### src/rtl/tcp_params.svh
// Offsets, field positions, codes and reset values of the timer channel
`ifndef TCP_PARAMS_SVH
`define TCP_PARAMS_SVH

`define TCP_OFS_CFG 8'h00
`define TCP_OFS_MODE 8'h04
`define TCP_OFS_CTL 8'h0C
`define TCP_OFS_IMR 8'h18
`define TCP_OFS_RIS 8'h1C
`define TCP_OFS_MIS 8'h20
`define TCP_OFS_ICR 8'h24
`define TCP_OFS_ILR 8'h28
`define TCP_OFS_MATCH 8'h30
`define TCP_OFS_PR 8'h38
`define TCP_OFS_PMR 8'h40
`define TCP_OFS_CNT 8'h48

`define TCP_CFG_32 3'h0
`define TCP_CFG_RTC 3'h1
`define TCP_CFG_16_BIT 2

`define TCP_MODE_AMS 3
`define TCP_MODE_CMR 2
`define TCP_MR_ONESHOT 2'h1
`define TCP_MR_PERIODIC 2'h2
`define TCP_MR_CAPTURE 2'h3

`define TCP_CTL_EN 0
`define TCP_CTL_STALL 1
`define TCP_CTL_EVT 3:2
`define TCP_CTL_RTCOV 4
`define TCP_CTL_INV 6
`define TCP_EVT_RISE 2'h0
`define TCP_EVT_FALL 2'h1

`define TCP_FL_TO 0
`define TCP_FL_CM 1
`define TCP_FL_CE 2
`define TCP_FL_RTC 3

`define TCP_RST_ILR 32'hFFFFFFFF
`define TCP_RST_MATCH 32'hFFFFFFFF
`define TCP_RST_CNT 32'hFFFFFFFF
`define TCP_RTC_START 32'h00000001
`define TCP_RTC_DIV_LAST 15'h7FFF

`endif

### src/rtl/tcp_pkg.sv
// Types of the timer channel
package tcp_pkg;
   typedef struct packed {
      logic [2:0] cfg;
      logic [3:0] mode;
      logic [6:0] ctl;
      logic [3:0] imr;
      logic [3:0] ris;
      logic [31:0] ilr;
      logic [31:0] mtch;
      logic [7:0] pr;
      logic [7:0] pmr;
      logic [31:0] cnt;
      logic [7:0] pcnt;
      logic [15:0] cap;
      logic [2:0] sync;
      logic [14:0] rdiv;
      logic pwm;
      logic pin;
      logic rd_pend;
      logic wr_pend;
      logic [7:0] addr;
      logic rdy;
      logic resp;
      logic [31:0] rdata;
   } tcp_state_s;

   typedef struct packed {
      logic sel;
      logic [1:0] trans;
      logic write;
      logic [7:0] addr;
      logic ready;
   } tcp_ahb_req_s;
endpackage : tcp_pkg

### src/rtl/tcp_timer.sv
// Timer channel: 32-bit, RTC, 16-bit timer, edge count, edge time, PWM
// Function
// - Edge-time mode ignores the prescaler; counter steps every clock.
// - Edge-time counter runs down freely from interval load, 0xFFFF at reset.
// - Capture kind 1 with mode field 3 selects edge-time capture.
// - Rising, falling or both capture edges per the control edge field.
// - Selected edge copies count to captured register, sets capture event flag.
// - Captured count holds until the next selected edge overwrites it.
// - After capture keep counting; at zero reload from interval load.
// - Interval load write in edge-time mode acts the next cycle.
// - Alternate mode 1, capture kind 0, mode field 2 selects PWM.
// - PWM counts down to zero, then reloads interval and prescale.
// - PWM mode sets no status flag.
// - PWM asserts at start value, deasserts at match value.
// - Invert bit complements the PWM output.
// - Interval load write in PWM changes the period next cycle.
// - Config 0 is 32-bit timer, 1 is RTC, 4 is 16-bit timers.
// - Mode field 1 is one-shot, 2 is periodic.
// - Writing 1 to timeout clear bit clears raw and masked timeout.
// - RTC on match reloads zero and keeps counting.
// - Edge count is kind 0 mode 3; stops after the edge count.
// - Prescale value and prescale match extend PWM counter and compare.
// - Each edge decrements; at match set flag, reload, clear enable.
`timescale 1ns/1ps
`include "tcp_params.svh"

module tcp_timer (
   input wire logic SYS_CLK_IN, // 200 MHz clock
   input wire logic SRST_IN, // Synchronous reset, high
   input wire logic HSEL_IN, // AHB slave select
   input wire logic [31:0] HADDR_IN, // AHB address
   input wire logic [1:0] HTRANS_IN, // AHB transfer type
   input wire logic HWRITE_IN, // AHB write
   input wire logic [31:0] HWDATA_IN, // AHB write data
   input wire logic HREADY_IN, // AHB bus ready
   output logic [31:0] HRDATA_OUT, // AHB read data
   output logic HREADYOUT_OUT, // AHB slave ready
   output logic HRESP_OUT, // AHB response, always OKAY
   input wire logic CAPTURE_PIN_ZERO_IN, // Capture pin, async
   output logic PWM_OUT // PWM output
);
   tcp_pkg::tcp_state_s s;
   tcp_pkg::tcp_state_s next_s;

   function automatic logic sel_edge(input logic [1:0] evt,
                                     input logic rise,
                                     input logic fall);
      if (evt == `TCP_EVT_RISE) begin
         sel_edge = rise;
      end else if (evt == `TCP_EVT_FALL) begin
         sel_edge = fall;
      end else begin
         sel_edge = rise | fall;
      end
   endfunction : sel_edge

   function automatic logic [31:0] rd_mux(input tcp_pkg::tcp_state_s r,
                                          input logic edge_time);
      rd_mux = 32'h00000000;
      case (r.addr)
         `TCP_OFS_CFG: rd_mux = {29'h0, r.cfg};
         `TCP_OFS_MODE: rd_mux = {28'h0000000, r.mode};
         `TCP_OFS_CTL: rd_mux = {25'h0, r.ctl};
         `TCP_OFS_IMR: rd_mux = {28'h0000000, r.imr};
         `TCP_OFS_RIS: rd_mux = {28'h0000000, r.ris};
         `TCP_OFS_MIS: rd_mux = {28'h0000000, r.ris & r.imr};
         `TCP_OFS_ILR: rd_mux = r.ilr;
         `TCP_OFS_MATCH: rd_mux = r.mtch;
         `TCP_OFS_PR: rd_mux = {24'h000000, r.pr};
         `TCP_OFS_PMR: rd_mux = {24'h000000, r.pmr};
         `TCP_OFS_CNT: rd_mux = edge_time ? {16'h0000, r.cap} : r.cnt;
         default: rd_mux = 32'h00000000;
      endcase
   endfunction : rd_mux

   tcp_pkg::tcp_ahb_req_s req;
   logic rise;
   logic fall;
   logic edge_hit;
   logic run;
   logic m32;
   logic mrtc;
   logic m16;
   logic timer_mode;
   logic pwm_mode;
   logic etime_mode;
   logic ecount_mode;
   logic [1:0] mr;
   logic [23:0] v24;
   logic [15:0] dec16;
   logic [3:0] set_fl;
   logic [3:0] clr_fl;
   logic start;
   logic ilr_wr;

   always_comb begin
      next_s = s;
      req = '{sel: HSEL_IN, trans: HTRANS_IN, write: HWRITE_IN,
              addr: HADDR_IN[7:0], ready: HREADY_IN};
      set_fl = 4'h0;
      clr_fl = 4'h0;
      start = 1'b0;
      ilr_wr = 1'b0;
      // First stage feeds only the second; edges use stages two and three
      next_s.sync = {s.sync[1], s.sync[0], CAPTURE_PIN_ZERO_IN};
      rise = s.sync[1] & ~s.sync[2];
      fall = ~s.sync[1] & s.sync[2];
      edge_hit = sel_edge(s.ctl[`TCP_CTL_EVT], rise, fall);
      mr = s.mode[1:0];
      m32 = (s.cfg == `TCP_CFG_32);
      mrtc = (s.cfg == `TCP_CFG_RTC);
      m16 = s.cfg[`TCP_CFG_16_BIT];
      pwm_mode = m16 & s.mode[`TCP_MODE_AMS] & ~s.mode[`TCP_MODE_CMR]
                 & (mr == `TCP_MR_PERIODIC);
      etime_mode = m16 & s.mode[`TCP_MODE_CMR]
                   & (mr == `TCP_MR_CAPTURE);
      ecount_mode = m16 & ~s.mode[`TCP_MODE_CMR]
                    & (mr == `TCP_MR_CAPTURE);
      timer_mode = ~s.mode[`TCP_MODE_AMS] & ((mr == `TCP_MR_ONESHOT)
                   | (mr == `TCP_MR_PERIODIC));
      // Stall is ignored in RTC mode when the override bit is set
      run = s.ctl[`TCP_CTL_EN] & ~(s.ctl[`TCP_CTL_STALL]
            & ~(mrtc & s.ctl[`TCP_CTL_RTCOV]));
      v24 = {s.pcnt, s.cnt[15:0]};
      dec16 = s.cnt[15:0] - 16'h0001;

      if (run) begin
         if (m32 && timer_mode) begin
            if (s.cnt == 32'h00000000) begin
               next_s.cnt = s.ilr;
               set_fl[`TCP_FL_TO] = 1'b1;
               if (mr == `TCP_MR_ONESHOT) begin
                  next_s.ctl[`TCP_CTL_EN] = 1'b0;
               end
            end else begin
               next_s.cnt = s.cnt - 32'h00000001;
            end
         end else if (mrtc) begin
            if (s.cnt == s.mtch) begin
               next_s.cnt = 32'h00000000;
               set_fl[`TCP_FL_RTC] = 1'b1;
            end else if (rise) begin
               // 32768 rising pin edges make one second
               if (s.rdiv == `TCP_RTC_DIV_LAST) begin
                  next_s.rdiv = 15'h0000;
                  next_s.cnt = s.cnt + 32'h00000001;
               end else begin
                  next_s.rdiv = s.rdiv + 15'h0001;
               end
            end
         end else if (pwm_mode || (m16 && timer_mode)) begin
            // Prescaler forms the upper eight bits of a 24-bit count
            if (v24 == 24'h000000) begin
               next_s.cnt = {16'h0000, s.ilr[15:0]};
               next_s.pcnt = s.pr;
               if (!pwm_mode) begin
                  set_fl[`TCP_FL_TO] = 1'b1;
                  if (mr == `TCP_MR_ONESHOT) begin
                     next_s.ctl[`TCP_CTL_EN] = 1'b0;
                  end
               end
            end else begin
               {next_s.pcnt, next_s.cnt[15:0]} = v24 - 24'h000001;
            end
            if (pwm_mode) begin
               if (v24 == {s.pr, s.ilr[15:0]}) begin
                  next_s.pwm = 1'b1;
               end else if (v24 == {s.pmr, s.mtch[15:0]}) begin
                  next_s.pwm = 1'b0;
               end
            end
         end else if (etime_mode) begin
            if (s.cnt[15:0] == 16'h0000) begin
               next_s.cnt = {16'h0000, s.ilr[15:0]};
            end else begin
               next_s.cnt = {16'h0000, dec16};
            end
            if (edge_hit) begin
               next_s.cap = s.cnt[15:0];
               set_fl[`TCP_FL_CE] = 1'b1;
            end
         end else if (ecount_mode && edge_hit) begin
            if (dec16 == s.mtch[15:0]) begin
               set_fl[`TCP_FL_CM] = 1'b1;
               next_s.cnt = {16'h0000, s.ilr[15:0]};
               next_s.ctl[`TCP_CTL_EN] = 1'b0;
            end else begin
               next_s.cnt = {16'h0000, dec16};
            end
         end
      end

      // Register writes land in the data phase
      if (s.wr_pend) begin
         case (s.addr)
            `TCP_OFS_CFG: next_s.cfg = HWDATA_IN[2:0];
            `TCP_OFS_MODE: next_s.mode = HWDATA_IN[3:0];
            `TCP_OFS_CTL: begin
               next_s.ctl = HWDATA_IN[6:0];
               start = HWDATA_IN[`TCP_CTL_EN] & ~s.ctl[`TCP_CTL_EN];
            end
            `TCP_OFS_IMR: next_s.imr = HWDATA_IN[3:0];
            `TCP_OFS_ICR: clr_fl = HWDATA_IN[3:0];
            `TCP_OFS_ILR: begin
               next_s.ilr = HWDATA_IN;
               ilr_wr = 1'b1;
            end
            `TCP_OFS_MATCH: next_s.mtch = HWDATA_IN;
            `TCP_OFS_PR: next_s.pr = HWDATA_IN[7:0];
            `TCP_OFS_PMR: next_s.pmr = HWDATA_IN[7:0];
            default: ;
         endcase
      end

      if (start) begin
         next_s.rdiv = 15'h0000;
         next_s.pcnt = s.pr;
         if (mrtc) begin
            next_s.cnt = `TCP_RTC_START;
         end else if (m16) begin
            next_s.cnt = {16'h0000, s.ilr[15:0]};
         end else begin
            next_s.cnt = s.ilr;
         end
      end else if (ilr_wr && s.ctl[`TCP_CTL_EN] && !mrtc
                   && !ecount_mode) begin
         // New interval is counted from on the very next cycle
         next_s.pcnt = s.pr;
         next_s.cnt = m16 ? {16'h0000, HWDATA_IN[15:0]}
                          : HWDATA_IN;
      end

      // A hardware event in the clearing cycle survives the clear
      next_s.ris = (s.ris & ~clr_fl) | set_fl;
      next_s.pin = pwm_mode & (next_s.pwm ^ next_s.ctl[`TCP_CTL_INV]);

      // Reads take one wait state so read data comes from a flop
      next_s.wr_pend = 1'b0;
      if (s.rd_pend) begin
         next_s.rd_pend = 1'b0;
         next_s.rdy = 1'b1;
         next_s.rdata = rd_mux(s, etime_mode);
      end else if (req.sel && req.trans[1] && req.ready) begin
         next_s.wr_pend = req.write;
         next_s.rd_pend = ~req.write;
         next_s.rdy = req.write;
         next_s.addr = req.addr;
      end
      next_s.resp = 1'b0;
   end

   always_ff @(posedge SYS_CLK_IN) begin
      if (SRST_IN) begin
         s <= '0;
         s.ilr <= `TCP_RST_ILR;
         s.mtch <= `TCP_RST_MATCH;
         s.cnt <= `TCP_RST_CNT;
         s.rdy <= 1'b1;
      end else begin
         s <= next_s;
      end
   end

   assign HRDATA_OUT = s.rdata;
   assign HREADYOUT_OUT = s.rdy;
   assign HRESP_OUT = s.resp;
   assign PWM_OUT = s.pin;
endmodule : tcp_timer

### config.mk
export PLATFORM = sky130hd
export DESIGN_NAME = tcp_timer
export DESIGN_NICKNAME = d
export VERILOG_FILES = /design/src/rtl/tcp_pkg.sv /design/src/rtl/tcp_timer.sv
export VERILOG_INCLUDE_DIRS = /design/src /design/src/rtl
export SDC_FILE = /design/constraint.sdc
export NUM_CORES = 1
export LEC_CHECK = 0
export BUFFER_PORTS_ARGS = -buffer_cell sky130_fd_sc_hd__buf_4
export CORE_MARGIN = 8
export CORE_UTILIZATION = 32
export DETAILED_ROUTE_END_ITERATION = 10
export HOLD_SLACK_MARGIN = 0.05
export SYNTH_ARGS = -nofsm -noshare
export SYNTH_HDL_FRONTEND = slang
export SYNTH_SLANG_ARGS = --single-unit
### constraint.sdc
create_clock -name SYS_CLK_IN -period 4.1 [get_ports SYS_CLK_IN]
set_input_delay 0.41 -clock SYS_CLK_IN [delete_from_list [all_inputs] [get_ports SYS_CLK_IN]]
set_output_delay 0.41 -clock SYS_CLK_IN [all_outputs]
set_load 0.03 [all_outputs]
* Yosys cells after proc, flatten, opt, wreduce, memory -nomap -nowiden
Cells that the tools add are included.
Storage, ports and cells: bits of input ports 72, register bits 222, bits in read-only memories 0, memories 0, bits in latches 0, word-level logic and storage cells 201, memory bits (writable) 0
Operators by class: multiplexer cells 73, divide/modulo/power cells 0, shift-type cells 0, multiply operators 0, $lt $le $gt $ge 0, bitwise logic cells 36, $add $sub $neg 5, equal/unequal tests 26, reduce and logical (&&, ||, !) cells 37
Operators by type and width (count):
- 2-to-1 mux 32 bit | 13
- case mux 32 bit (11 select lines) | 1
- 2-to-1 mux 16 bit | 6
- 2-to-1 mux 40 bit | 2
- 2-to-1 mux 24 bit | 3
- 2-to-1 mux 56 bit | 1
- == test 24 bit | 2
- == test 8 x 6 -> 1 bit (second input constant) | 5
- 2-to-1 mux 1 bit | 36
- adder 32 x 1 -> 32 bit (second input constant) | 1
- == test 32 bit | 1
- zero test 32 bit | 1
- subtractor 32 x 1 -> 32 bit (second input constant) | 1
- zero test 24 bit | 1
- subtractor 24 x 1 -> 24 bit (second input constant) | 1
- AND reduction 2 bit | 9
- == test 16 bit | 1
- == test 8 x 5 -> 1 bit (second input constant) | 2
- == test 8 x 7 -> 1 bit (second input constant) | 2
- zero test 16 bit | 1
- 2-to-1 mux 4 bit | 4
- subtractor 16 x 1 -> 16 bit (second input constant) | 1
- adder 15 x 1 -> 15 bit (second input constant) | 1
- AND 1 bit | 15
- other kinds (36) | 66

* Longest topological paths before layout
word-level depth 16, depth in mapped cells 14

* Least setup slack after synthesis
No wires, ideal clock.
kind reg-to-reg, from reg s[88] (netlist bit), to reg s[118] (netlist bit), arrival 3.022 ns, required time 3.972 ns, library setup time 0.128 ns, stages on the path, launching flop included 14, setup slack 0.950 ns, period minus slack after synthesis 3.150 ns, cells stage by stage dfxtp_1 > clkbuf_1 > inv_1 > ha_1 > or4b_2 > or4_1 > buf_2 > nor2_1 > and3_1 > mux2_2 > a22oi_1 > nor2_1 > a221oi_1 > a21oi_1
On the way: word-level cells in the longest chain between the ends 9, elaborated cells between the ends (all ways) 18, those cells by class 2 x add/sub; 4 x eq/ne; 9 x mux; 3 x reduce/logical
Ends and longest elaborated chain:
- from (decl) | line tcp_timer.sv:42 | tcp_pkg::tcp_state_s s;
- from (signal assigned) | line tcp_timer.sv:260 | s <= next_s;
- adder 32 x 1 -> 32 bit | line tcp_timer.sv:146 | next_s.cnt = s.cnt + 32'h00000001;
- 2-to-1 mux 32 bit | line tcp_timer.sv:144 | if (s.rdiv == `TCP_RTC_DIV_LAST) begin
- 2-to-1 mux 32 bit | line tcp_timer.sv:142 | end else if (rise) begin
- 2-to-1 mux 32 bit | line tcp_timer.sv:139 | if (s.cnt == s.mtch) begin
- 2-to-1 mux 32 bit | line tcp_timer.sv:138 | end else if (mrtc) begin
- 2-to-1 mux 32 bit | line tcp_timer.sv:128 | if (m32 && timer_mode) begin
- 2-to-1 mux 56 bit | line tcp_timer.sv:127 | if (run) begin
- 2-to-1 mux 40 bit | line tcp_timer.sv:225 | end else if (ilr_wr && s.ctl[`TCP_CTL_EN] && !mrtc
- 2-to-1 mux 40 bit | line tcp_timer.sv:215 | if (start) begin
Parallel ways exist; a longest one is shown, timed or not. The select of a mux whose other input is x is not followed. A chain may end at the register's enable or synchronous reset.

* Worst setup path after layout
from reg s[219] (netlist bit), to reg s[99] (netlist bit)
On the way: word-level cells in the longest chain between the ends 8, elaborated cells between the ends (all ways) 22, those cells by class 3 x eq/ne; 6 x mux; 5 x bitwise; 8 x reduce/logical
Ends and longest elaborated chain:
- == test 3 x 1 -> 1 bit (no line)
- AND 1 bit | line tcp_timer.sv:123 | & ~(mrtc & s.ctl[`TCP_CTL_RTCOV]));
- NOT 1 bit | line tcp_timer.sv:123
- AND 1 bit | line tcp_timer.sv:122 | run = s.ctl[`TCP_CTL_EN] & ~(s.ctl[`TCP_CTL_STALL]
- NOT 1 bit | line tcp_timer.sv:122
- AND 1 bit | line tcp_timer.sv:122
- nonzero test 3 bit (no line)
- AND reduction 4 bit (no line)
Parallel ways exist; a longest one is shown, timed or not. The select of a mux whose other input is x is not followed.

==> out/metrics.cfg <==
[timing]
holdWs_ns = 0.09649
worst_pin_slew_ns = 1.213
timing.final.ws_setup_ns = 0.4490
max_slew_margin_pct = 18.86
finalSetupViolCount = 0
slew_viol_final = 0
min_period_ns = 3.651
period_share_pct = 89.05
grt_setup_unrepaired = no
finalSetupTns_ns = 0
fmax_ghz = 0.2739
finalHoldViolations = 0
skew_ns = 0.02686

[global_routing]
grt_pass1_vias = 13350
grt_pass1_wl_um = 81010
grt.total_usage_pct = 20.36
overflow = 0
grt_max_degree = 66
antenna_found_initial = 0

[power_and_ir_drop]
p_int_uw = 3758
power.density_nw_per_um2 = 313.2
seq_power_share_pct = 44.1
switching_power_uw = 1149
comb_power_share_pct = 5.8
ir_worst_vdd_v = 0.0001623
netSwitchingFraction_pct = 23.41
pwr-share-clk_pct = 50.2
power.leakage_uw = 0.006150

[clock_tree]
cts_resized = 0
htreeDepth = 1
clock_latency_ns = 0.56
cts.sinks = 221
cts_tree = built
cts_buffer_depth = 3
clkTransAtPathRegs_ns = 0.06
clock-root-buffer = clkbuf_16
numCtsBuffers = 25

[worst_setup_path]
critPathKind = flop to flop
worstSetupStartpointType = flop
path_cells = or3b_2 > o21a_1 > and4_1 > o211ai_1 > a31oi_2 > nor2_1 > nand2_1 > o22ai_1 > a31oi_1
critPathBufInv = 0
slowest_delay_ns = 0.78
crit_path_end_kind = flop
cp_max_fo = 11
cp_slowest_cell = nor2_1
cp_data_arrival_time_ns = 4.08
crit_family = simple AND/OR/NAND/NOR gates
critPathRequiredTime_ns = 4.53

[synth]
ys.warnings.count = 0
synth-edff-count = 0
synth_nets = 1918
synth-seq-cells = 221
synth_area_per_cell_sq_um = 7.425
ys.flop_type = dfxtp_1
yosysSeqAreaShare_pct = 32.42
syn_inst = 1838
async_reset_ff_share_pct = 0
netlist_area_sq_um = 13650
synthDistinctLibCells = 87

[detailed_routing]
vias_per_cell = 5.802
dr.pass1.iters = 8
drc = 0
wl_um = 52780
via_count = 13920
first_iter_violations = 1515
ant_nets = 0
routedWlPerCell_um = 22.00

[final_layout]
syn_to_final_growth_pct = 14.83
final_area_sq_um = 15670
drive_gt1_share_pct = 13.66
insertedDiodeCount = 0
fin_nets = 1922
fillers = 4398
utilization_pct = 37.27

[placed_design]
placed_area_sq_um = 14770
dp_slack_ns = 0.5843
gp_congestion = 0.9843
dp_hpwl_um = 38090
port_buffers = 80

[run_status]
status = completed

[floorplanning]
ios = 107
die_x_um = 222.5
core_area_sq_um = 42040
dieArea_sq_um = 49510
std_cell_rows = 75
die_h_um = 222.5
start_util_pct = 32.46

[job]
maxCapViolations = 0

[min_path]
hp-class = input pin to flop

[power by group through the flow]
stage | clock network (uW) | registers [uW] | logic, uW
final | 2460 | 2160 | 283
after global placement | 0 | 2210 | 278
after detailed placement | 0 | 2210 | 280
after global routing | 2590 | 2160 | 303
after floorplan | 0 | 2210 | 160
after CTS | 2510 | 2160 | 282
[path summary, 6_finish.rpt]
kind | from | end | slack (ns) | cells past startpoint
setup / recovery | s[219]$_SDFFE_PP0P_ | s[99]$_SDFFE_PP1P_ | 0.45 | 9
hold / removal | CAPTURE_PIN_ZERO_IN | next_s[62]$_SDFF_PP0_ | 0.1 | 2
setup reg to reg | s[219]$_SDFFE_PP0P_ | s[99]$_SDFFE_PP1P_ | 0.45 | 9
hold reg to reg | next_s[62]$_SDFF_PP0_ | next_s[63]$_SDFF_PP0_ | 0.44 | 1
[per-stage QoR]
stage / total power [uW] / std cells
2_1_floorplan: 2365 / 1838
3_3_place_gp: 2488 / 2353
3_5_place_dp: 2490 / 2353
4_1_cts: 4950 / 2399
5_1_grt: 5058 / 2399
6_report: 4907 / 2399
[worst register-to-register path, cell delays in order, from the launching register on]
cell      delay, ns
dfxtp_1        0.47
or3b_2         0.50
o21a_1         0.13
and4_1         0.24
o211ai_1       0.25
a31oi_2        0.17
nor2_1         0.78
nand2_1        0.60
o22ai_1        0.34
a31oi_1        0.07
[layout make-up]
class	instances	area [sq um]	share of cell area [%]
multi-input cells	1406	8293	52.92
flip-flops and latches	221	4424	28.23
repair buffers	170	1316	8.400
clock buffers	34	739.5	4.719
well taps	539	674.4	4.304
clock inverters	11	155.1	0.9901
inverters	18	67.56	0.4312
[kinds of logic (layout without fill, tap and decap cells)]
kind of cell | count (synthesis) | count (layout) | share of synthesized area [%]
other | 1 | 1 | 0.02748
and+or+nand+nor | 822 | 822 | 28.70
muxes | 33 | 33 | 2.448
AOI/OAI and AO/OA | 417 | 417 | 20.46
xor gates and xnor gates | 125 | 125 | 8.123
DFF | 221 | 221 | 32.42
adders and majority gates | 8 | 8 | 0.7335
buffers and inverters | 211 | 233 | 7.087
[metal layers]
metal	global-route usage [%]	wire (um)	up-vias	part of all wire, %
met5	0	0	-	0
met4	6.797	1784	0	3.4
met3	2.806	3701	120	7.0
met2	33.66	24240	552	46
met1	26.97	23060	6704	44
li1	-	-	6543	-
[flip-flops by register name, indices dropped and copies added, names as in the netlist]
name and count:
next_s 2, PWM_OUT 1, mr 2, s 182, HRDATA_OUT 32, m16 1
HREADYOUT_OUT 1
[synthesized netlist by cell type, types with 20 or more instances]
cell	instances	area, sq um
nand3_1	123	615.6
nand2_1	337	1265
nor2_1	131	491.7
a21oi_1	133	665.6
a221oi_1	35	306.5
nor4_1	29	181.4
and3_1	20	125.1
xor2_1	51	446.7
clkbuf_1	130	488.0
dfxtp_1	221	4424
a22oi_1	25	187.7
mux2i_1	30	300.3
nor3_1	52	260.3
nand4_1	33	206.5
a222oi_1	20	200.2
xnor2_1	73	639.4
buf_4	34	255.2
o21ai_0	75	375.4
[cell usage in the layout (no fill, tap or decap), drive strengths merged, types with 20 or more instances in the layout]
master    n
a21oi   134
a221oi   36
a222oi   20
a22oi    26
and3     20
buf     169
clkbuf   34
dfxtp   221
mux2i    30
nand2   338
nand3   123
nand4    33
nor2    132
nor3     56
nor4     32
o21ai    86
xnor2    73
xor2     51
[timing repair]
action / in CTS / in global routing
hold buffers: 1 / 0
endpoints found under the hold margin: 1 / 0
buffers inserted: 0 / 0
Power figures use the tool's default switching activity.
